## src/cstp_map.svh

```systemverilog
`ifndef CSTP_MAP_SVH
`define CSTP_MAP_SVH

// ****************************************
// register offsets
// ****************************************
`define CSTP_OFF_LO_CTRL 4'h0
`define CSTP_OFF_HI_CTRL 4'h1
`define CSTP_OFF_LO_CNT 4'h2
`define CSTP_OFF_HI_CNT 4'h3
`define CSTP_OFF_LO_PER 4'h4
`define CSTP_OFF_HI_PER 4'h5

// ****************************************
// control field positions
// ****************************************
`define CSTP_BIT_RUN 15
`define CSTP_BIT_IDLE 13
`define CSTP_BIT_GATE 6
`define CSTP_BIT_PS_HI 5
`define CSTP_BIT_PS_LO 4
`define CSTP_BIT_JOIN 3
`define CSTP_BIT_CKSRC 1

// implemented bits per control register
`define CSTP_LO_CTRL_MASK 16'ha07a
`define CSTP_HI_CTRL_MASK 16'ha072

// ****************************************
// reset values
// ****************************************
`define CSTP_CTRL_RST 16'h0000
`define CSTP_CNT_RST 16'h0000
`define CSTP_PER_RST 16'hffff

// ****************************************
// prescaler terminal counts
// ****************************************
`define CSTP_PS_T1 8'h00
`define CSTP_PS_T8 8'h07
`define CSTP_PS_T64 8'h3f
`define CSTP_PS_T256 8'hff

`endif

```

## src/cstp_pkg.sv

```systemverilog
package cstp_pkg;

    // decoded view of one control word
    typedef struct packed {
        logic run;
        logic idle_halt;
        logic gate;
        logic [1:0] prescale;
        logic pair_join;
        logic clk_src;
    } cstp_ctrl_s;

    typedef enum logic [1:0] {
        CSTP_PS_DIV1 = 2'h0,
        CSTP_PS_DIV8 = 2'h1,
        CSTP_PS_DIV64 = 2'h2,
        CSTP_PS_DIV256 = 2'h3
    } cstp_ps_e;

endpackage : cstp_pkg

```

## src/cstp_timer_pair.sv

```systemverilog
// Decided for this implementation: the register offsets and the address-and-strobe port.
`timescale 1ns/10ps
`include "cstp_map.svh"

// ****************************************
// cascadable timer pair
// ****************************************
module cstp_timer_pair #(
    parameter int PAIR_SEL = 0
) (
    input wire logic I_CLK,
    input wire logic I_RST_B,
    input wire logic [3:0] I_ADDR,
    input wire logic [15:0] I_WDATA,
    input wire logic I_WR,
    input wire logic I_RD,
    output logic [15:0] O_RDATA,
    input wire logic I_IDLE,
    input wire logic I_LO_EXT_CLK,
    input wire logic I_HI_EXT_CLK,
    input wire logic I_LO_GATE,
    input wire logic I_HI_GATE,
    output logic O_LO_PERIOD_IRQ,
    output logic O_HI_PERIOD_IRQ,
    output logic O_ADC_TRIG,
    output logic O_DMA_REQ_LO,
    output logic O_DMA_REQ_HI,
    output logic [15:0] O_LO_TIMEBASE,
    output logic [15:0] O_HI_TIMEBASE
);

    // ****************************************
    // state
    // ****************************************
    logic [15:0] ctl_q [2];
    logic [15:0] cnt_q [2];
    logic [15:0] per_q [2];
    logic [7:0] pre_q [2];
    logic [2:0] ext_q [2];
    logic [1:0] irq_q;
    logic [15:0] rdata_q;

    cstp_pkg::cstp_ctrl_s lo_c;
    cstp_pkg::cstp_ctrl_s hi_c;
    logic joined;
    logic [1:0] ext_edge;
    logic [1:0] run_en;
    logic [1:0] base_en;
    logic [1:0] tick;
    logic [31:0] cnt32;
    logic [31:0] per32;
    logic adc_en;
    logic dma_en;

    // ****************************************
    // functions
    // ****************************************
    function automatic cstp_pkg::cstp_ctrl_s f_decode(input logic [15:0] w);
        cstp_pkg::cstp_ctrl_s r;
        r.run = w[`CSTP_BIT_RUN];
        r.idle_halt = w[`CSTP_BIT_IDLE];
        r.gate = w[`CSTP_BIT_GATE];
        r.prescale = w[`CSTP_BIT_PS_HI:`CSTP_BIT_PS_LO];
        r.pair_join = w[`CSTP_BIT_JOIN];
        r.clk_src = w[`CSTP_BIT_CKSRC];
        return r;
    endfunction : f_decode

    function automatic logic [7:0] f_ps_term(input logic [1:0] sel);
        logic [7:0] t;
        t = `CSTP_PS_T1;
        case (cstp_pkg::cstp_ps_e'(sel))
            cstp_pkg::CSTP_PS_DIV8: t = `CSTP_PS_T8;
            cstp_pkg::CSTP_PS_DIV64: t = `CSTP_PS_T64;
            cstp_pkg::CSTP_PS_DIV256: t = `CSTP_PS_T256;
            default: t = `CSTP_PS_T1;
        endcase
        return t;
    endfunction : f_ps_term

    // gate only counts with the internal clock
    function automatic logic f_base(
        input cstp_pkg::cstp_ctrl_s c,
        input logic edge_seen,
        input logic gate_in
    );
        return c.clk_src ? edge_seen : (!c.gate || gate_in);
    endfunction : f_base

    // ****************************************
    // clocking and enables
    // ****************************************
    // external pin synchronisers
    always_ff @(posedge I_CLK) begin
        if (!I_RST_B) begin
            ext_q[0] <= 3'h0;
            ext_q[1] <= 3'h0;
        end else begin
            ext_q[0] <= {ext_q[0][1:0], I_LO_EXT_CLK};
            ext_q[1] <= {ext_q[1][1:0], I_HI_EXT_CLK};
        end
    end

    always_comb begin
        ext_edge[0] = ext_q[0][1] & ~ext_q[0][2];
        ext_edge[1] = ext_q[1][1] & ~ext_q[1][2];
        lo_c = f_decode(ctl_q[0]);
        hi_c = f_decode(ctl_q[1]);
        joined = lo_c.pair_join;
        // run gating; idle halt; upper halt joined
        run_en[0] = lo_c.run && !(I_IDLE && (joined ? hi_c.idle_halt : lo_c.idle_halt));
        run_en[1] = !joined && hi_c.run && !(I_IDLE && hi_c.idle_halt);
        // clock source and gate for each timer; gated accumulation
        base_en[0] = run_en[0] && f_base(lo_c, ext_edge[0], I_LO_GATE);
        base_en[1] = run_en[1] && f_base(hi_c, ext_edge[1], I_HI_GATE);
        tick[0] = base_en[0] && (pre_q[0] == f_ps_term(lo_c.prescale));
        tick[1] = base_en[1] && (pre_q[1] == f_ps_term(hi_c.prescale));
        cnt32 = {cnt_q[1], cnt_q[0]};
        per32 = {per_q[1], per_q[0]};
    end

    // ****************************************
    // prescalers
    // ****************************************
    // cleared on a control write so a new ratio starts clean
    always_ff @(posedge I_CLK) begin
        if (!I_RST_B) begin
            pre_q[0] <= 8'h00;
            pre_q[1] <= 8'h00;
        end else begin
            for (int i = 0; i < 2; i++) begin
                if (I_WR && I_ADDR == 4'(i)) begin
                    pre_q[i] <= 8'h00;
                end else if (tick[i]) begin
                    pre_q[i] <= 8'h00;
                end else if (base_en[i]) begin
                    pre_q[i] <= 8'(pre_q[i] + 8'h01);
                end
            end
        end
    end

    // ****************************************
    // counters and period match
    // ****************************************
    // a software write to a count register wins over a tick
    always_ff @(posedge I_CLK) begin
        if (!I_RST_B) begin
            cnt_q[0] <= `CSTP_CNT_RST;
            cnt_q[1] <= `CSTP_CNT_RST;
            irq_q <= 2'h0;
        end else begin
            irq_q <= 2'h0;
            if (joined) begin
                if (tick[0]) begin
                    if (cnt32 == per32) begin
                        {cnt_q[1], cnt_q[0]} <= 32'h0000_0000;
                        irq_q[1] <= 1'b1;
                    end else begin
                        {cnt_q[1], cnt_q[0]} <= 32'(cnt32 + 32'h0000_0001);
                    end
                end
            end else begin
                for (int i = 0; i < 2; i++) begin
                    if (tick[i]) begin
                        if (cnt_q[i] == per_q[i]) begin
                            cnt_q[i] <= 16'h0000;
                            irq_q[i] <= 1'b1;
                        end else begin
                            cnt_q[i] <= 16'(cnt_q[i] + 16'h0001);
                        end
                    end
                end
            end
            if (I_WR && I_ADDR == `CSTP_OFF_LO_CNT) begin
                cnt_q[0] <= I_WDATA;
            end
            if (I_WR && I_ADDR == `CSTP_OFF_HI_CNT) begin
                cnt_q[1] <= I_WDATA;
            end
        end
    end

    // ****************************************
    // register writes
    // ****************************************
    always_ff @(posedge I_CLK) begin
        if (!I_RST_B) begin
            ctl_q[0] <= `CSTP_CTRL_RST;
            ctl_q[1] <= `CSTP_CTRL_RST;
            per_q[0] <= `CSTP_PER_RST;
            per_q[1] <= `CSTP_PER_RST;
        end else if (I_WR) begin
            case (I_ADDR)
                `CSTP_OFF_LO_CTRL: begin
                    ctl_q[0] <= I_WDATA & `CSTP_LO_CTRL_MASK;
                end
                `CSTP_OFF_HI_CTRL: begin
                    ctl_q[1] <= I_WDATA & `CSTP_HI_CTRL_MASK;
                end
                `CSTP_OFF_LO_PER: begin
                    per_q[0] <= I_WDATA;
                end
                `CSTP_OFF_HI_PER: begin
                    per_q[1] <= I_WDATA;
                end
                default: begin
                end
            endcase
        end
    end

    // ****************************************
    // register reads
    // ****************************************
    // data valid only in the cycle after the strobe
    always_ff @(posedge I_CLK) begin
        if (!I_RST_B) begin
            rdata_q <= 16'h0000;
        end else if (I_RD) begin
            case (I_ADDR)
                `CSTP_OFF_LO_CTRL: rdata_q <= ctl_q[0];
                `CSTP_OFF_HI_CTRL: rdata_q <= ctl_q[1];
                `CSTP_OFF_LO_CNT: rdata_q <= cnt_q[0];
                `CSTP_OFF_HI_CNT: rdata_q <= cnt_q[1];
                `CSTP_OFF_LO_PER: rdata_q <= per_q[0];
                `CSTP_OFF_HI_PER: rdata_q <= per_q[1];
                default: rdata_q <= 16'h0000;
            endcase
        end else begin
            rdata_q <= 16'h0000;
        end
    end

    // ****************************************
    // outputs
    // ****************************************
    // converter trigger pairs
    assign adc_en = (PAIR_SEL == 0) || (PAIR_SEL == 1);
    // dma from the first pair only
    assign dma_en = (PAIR_SEL == 0);

    assign O_RDATA = rdata_q;
    assign O_LO_PERIOD_IRQ = irq_q[0];
    assign O_HI_PERIOD_IRQ = irq_q[1];
    assign O_ADC_TRIG = adc_en && irq_q[1];
    assign O_DMA_REQ_LO = dma_en && irq_q[0];
    assign O_DMA_REQ_HI = dma_en && irq_q[1];
    // time bases for capture and compare, from the first pair only
    assign O_LO_TIMEBASE = dma_en ? cnt_q[0] : 16'h0000;
    assign O_HI_TIMEBASE = dma_en ? cnt_q[1] : 16'h0000;
endmodule : cstp_timer_pair

```

## config.mk

```make
export PLATFORM = sky130hd
export DESIGN_NAME = cstp_timer_pair
export DESIGN_NICKNAME = d
export VERILOG_FILES = /design/src/cstp_pkg.sv /design/src/cstp_timer_pair.sv
export VERILOG_INCLUDE_DIRS = /design/src
export SDC_FILE = /design/constraint.sdc
export NUM_CORES = 1
export LEC_CHECK = 0
export ABC_CLOCK_PERIOD_IN_PS = 3700
export BUFFER_PORTS_ARGS = -buffer_cell sky130_fd_sc_hd__buf_2
export CAP_MARGIN = 25
export CORE_MARGIN = 2
export CORE_UTILIZATION = 30
export DETAILED_ROUTE_END_ITERATION = 8
export HOLD_SLACK_MARGIN = 0.1
export SKIP_CTS_REPAIR_TIMING = 1
export SLEW_MARGIN = 10
export SYNTH_ARGS = -nofsm -noshare
export SYNTH_HDL_FRONTEND = slang
export SYNTH_SLANG_ARGS = --single-unit
export TNS_END_PERCENT = 30
```

## constraint.sdc

```tcl
create_clock -name I_CLK -period 3.7 [get_ports I_CLK]
set_clock_uncertainty 0.15 [all_clocks]
set_input_delay 0.185 -clock I_CLK [delete_from_list [all_inputs] [get_ports I_CLK]]
set_output_delay 0.185 -clock I_CLK [all_outputs]
set_load 0.1 [all_outputs]
```

==> insert_results.sql <==
INSERT INTO impl_metrics (metric_group, metric, value, unit) VALUES
('status', 'status', 'finished clean', ''),
('timing', 'setup_tns', '0', 'ns'),
('finish', 'post_route_cells_drive_above_1_share', '0.216', ''),
('grt', 'grt.overflow.total', '0', ''),
('grt', 'grt_antenna_before_repair', '2', ''),
('synthesis', 'combinational_family_with_the_most_area_after_synthesis', 'simple AND/OR/NAND/NOR gates', ''),
('drt', 'route.detailed.drc', '0', ''),
('synthesis', 'synth-seq-area-share', '0.460', ''),
('synthesis', 'synthMuxAreaShare', '0.0320', ''),
('timing', 'final.period_utilization', '0.869', ''),
('setup_path', 'r2r.worst_path.cells', '7', ''),
('floorplan', 'die_y', '150', 'um'),
('grt', 'global_route_track_usage_on_met3', '0.0518', ''),
('timing', 'drv_slew', '0', ''),
('synthesis', 'synth_top_area_cell', 'sky130_fd_sc_hd__edfxtp_1', ''),
('setup_path', 'critPathCapture', 'O_LO_TIMEBASE[6]', ''),
('placement', 'preCtsSetupSlack', '0.604', 'ns'),
('synthesis', 'synth_area_per_cell', '9.42', 'um^2'),
('timing', 'hold_violations', '0', ''),
('placement', 'hpwlAfterDp', '15.5', 'mm'),
('synthesis', 'synthDominantCellAreaShare', '0.285', ''),
('timing', 'grt_setup_unrepaired', 'no', ''),
('grt', 'globalRouteTotalUtil', '0.192', ''),
('synthesis', 'synth_simple_gate_area_frac', '0.217', ''),
('synthesis', 'synth_xor_xnor_area_share', '0.0709', ''),
('setup_path', 'timing.rr.start', 'O_HI_TIMEBASE[3]', ''),
('pwr', 'total_power', '3.35', 'mW'),
('clock_network', 'clk_root_buffer_cell', 'sky130_fd_sc_hd__clkbuf_16', ''),
('synthesis', 'async_flop_share', '0', ''),
('drt', 'post_drt_via_cell_ratio', '5.58', ''),
('timing', 'period_needed', '3.21', 'ns'),
('drt', 'dr_total_vias', '5898', ''),
('setup_path', 'regToRegEndpoint', 'O_LO_TIMEBASE[6]', ''),
('synthesis', 'ys_warn_count', '0', ''),
('grt', 'grtUsageMet1', '0.277', ''),
('timing', 'worst_slack', '0.486', 'ns'),
('drt', 'antenna_left', '0', ''),
('timing', 'worstMarginPinSlew', '0.857', 'ns'),
('hold_path', 'holdCritPathClass', 'in2reg', ''),
('synthesis', 'synth-compound-area-share', '0.168', ''),
('floorplan', 'die_w', '150', 'um'),
('synthesis', 'syn_nets', '715', ''),
('drt', 'drt_first_pass_iters', '9', ''),
('floorplan', 'area_of_the_core', '21000', 'um^2'),
('setup_path', 'worstSetupPathType', 'reg2reg', ''),
('pwr', 'cellLeakagePower', '2.97', 'nW'),
('drt', 'drtIter0Drc', '695', ''),
('drt', 'drt-wirelength-per-cell', '20.1', 'um'),
('flow_run', 'maxCapViolCount', '0', ''),
('clock_network', 'cts-htree-levels', '4', ''),
('placement', 'place.gp.congestion', '0.902', ''),
('grt', 'groute.layer.met2.usage', '0.268', ''),
('pwr', 'cellPowerDensity', '427', 'nW/um^2'),
('setup_path', 'critPathLaunchType', 'flop', ''),
('finish', 'num-fill-cells', '2112', ''),
('setup_path', 'critical_path_peak_fanout', '17', ''),
('finish', 'register_area', '2950', 'um^2'),
('synthesis', 'leading_cell_type_by_number_of_instances_after_synthesis', 'sky130_fd_sc_hd__nand2_1', ''),
('synthesis', 'syn_inst', '682', ''),
('finish', 'combined_area_of_the_multi_input_logic_cells', '3200', 'um^2'),
('synthesis', 'post_synth_fa_ha_maj_area_fraction', '0.00779', ''),
('floorplan', 'floorplan.initialDensity', '0.305', ''),
('synthesis', 'synth_edf_count', '61', ''),
('clock_network', 'clock_tree.buffer_depth', '2', ''),
('setup_path', 'timing.reg2reg.setup_slack', '0.49', 'ns'),
('clock_network', 'clkLatencyLatePin', '0.42', 'ns'),
('synthesis', 'leading_cell_types_by_count_after_synthesis', 'sky130_fd_sc_hd__nand2_1, sky130_fd_sc_hd__edfxtp_1, sky130_fd_sc_hd__dfxtp_1', ''),
('synthesis', 'post_synth_main_area_contributors', 'sky130_fd_sc_hd__edfxtp_1, sky130_fd_sc_hd__dfxtp_1, sky130_fd_sc_hd__xor2_1', ''),
('placement', 'numPortBuffers', '81', ''),
('grt', 'first_pass_grt_wire_length', '32.4', 'mm'),
('synthesis', 'synthesized_flop_and_latch_total', '117', '');
-- routing by layer --
metal / vias up / part of all wire
li1: 2704 / -
met1: 2786 / 0.44
met2: 362 / 0.42
met3: 46 / 0.12
met4: 0 / 0.028
met5: - / 0
-- power by group --
part           switching, mW  total, mW  internal, mW
sequential            0.0609       1.48          1.42
clock                  0.627       1.55         0.923
combinational          0.207      0.311         0.104
total                  0.895       3.35          2.45
-- registers in the layout (all words and copies together) (netlist names) --
register	flops
O_LO_TIMEBASE	16
ext_q	6
O_HI_TIMEBASE	16
O_RDATA	16
ctl_q	13
pre_q	16
irq_q	2
per_q	32
-- worst min-delay path by stage --
stage,from,depth (start not counted),to
floorplan,I_LO_EXT_CLK,1,ext_q[0][0]
global placement,ext_q[0][3],1,ext_q[0][4]
detailed placement,ext_q[0][3],1,ext_q[0][4]
CTS,I_LO_EXT_CLK,2,ext_q[0][0]
global route,I_RST_B,4,O_HI_TIMEBASE[6]
finish,I_RST_B,4,O_HI_TIMEBASE[6]
-- critical path, cell delays in order, from the launching register on --
cell and delay, ns:
sky130_fd_sc_hd__dfxtp_1 0.63, sky130_fd_sc_hd__xor2_1 0.14, sky130_fd_sc_hd__nor4_1 0.38, sky130_fd_sc_hd__nand4_1 0.38, sky130_fd_sc_hd__a21oi_2 0.69, sky130_fd_sc_hd__nor2_2 0.26, sky130_fd_sc_hd__a221oi_1 0.37, sky130_fd_sc_hd__nor2_1 0.08
-- per-stage QoR --
step                instance area [um^2]   util  hold WS, ns  std cells
floorplan                           6420      -        0.162        682
global placement                    7090  0.337        0.264       1006
detailed placement                  7090  0.337        0.269       1006
CTS                                 7650  0.364       -0.172       1038
global route                        7830  0.372        0.116       1056
finish                              7830  0.372        0.115       1057
-- cell type report --
class | count | share of cell area
diodes | 1 | 0.000320
clock buffers | 17 | 0.0543
clock inverters | 15 | 0.0169
inverters | 9 | 0.00432
multi-input cells | 504 | 0.409
flip-flops and latches | 117 | 0.377
well taps | 275 | 0.0440
repair buffers | 119 | 0.0940
-- cell families (layout without fill, tap and decap cells) --
logic type,Yosys count,in the layout
other cells,0,1
simple gates,269,269
fa+ha+maj,4,4
mux,18,18
buf+inv,61,160
compound gates,161,161
xor+xnor,52,52
flops,117,117
-- layout by cell type, fill, tap and decap left out, types with 6 or more instances in the layout --
master and n:
sky130_fd_sc_hd__buf_2 81, sky130_fd_sc_hd__nand2_1 65, sky130_fd_sc_hd__edfxtp_1 61, sky130_fd_sc_hd__dfxtp_1 56, sky130_fd_sc_hd__nor2_1 51, sky130_fd_sc_hd__xor2_1 44
sky130_fd_sc_hd__o21ai_0 43, sky130_fd_sc_hd__a21oi_1 34, sky130_fd_sc_hd__nand3_1 33, sky130_fd_sc_hd__and3_1 22, sky130_fd_sc_hd__buf_4 20, sky130_fd_sc_hd__dlygate4sd3_1 18
sky130_fd_sc_hd__clkbuf_16 17, sky130_fd_sc_hd__or2_2 16, sky130_fd_sc_hd__a22oi_1 13, sky130_fd_sc_hd__nor4_1 11, sky130_fd_sc_hd__a31oi_1 11, sky130_fd_sc_hd__mux2_2 10
sky130_fd_sc_hd__and2_1 10, sky130_fd_sc_hd__nor3_1 10, sky130_fd_sc_hd__inv_1 9, sky130_fd_sc_hd__nand4_1 8, sky130_fd_sc_hd__xnor2_1 8, sky130_fd_sc_hd__a221oi_1 8
sky130_fd_sc_hd__or4_1 7, sky130_fd_sc_hd__mux2i_1 7, sky130_fd_sc_hd__a222oi_1 7, sky130_fd_sc_hd__nand2b_1 6, sky130_fd_sc_hd__or3_1 6, sky130_fd_sc_hd__o22ai_1 6
Power figures use the tool's default switching activity.
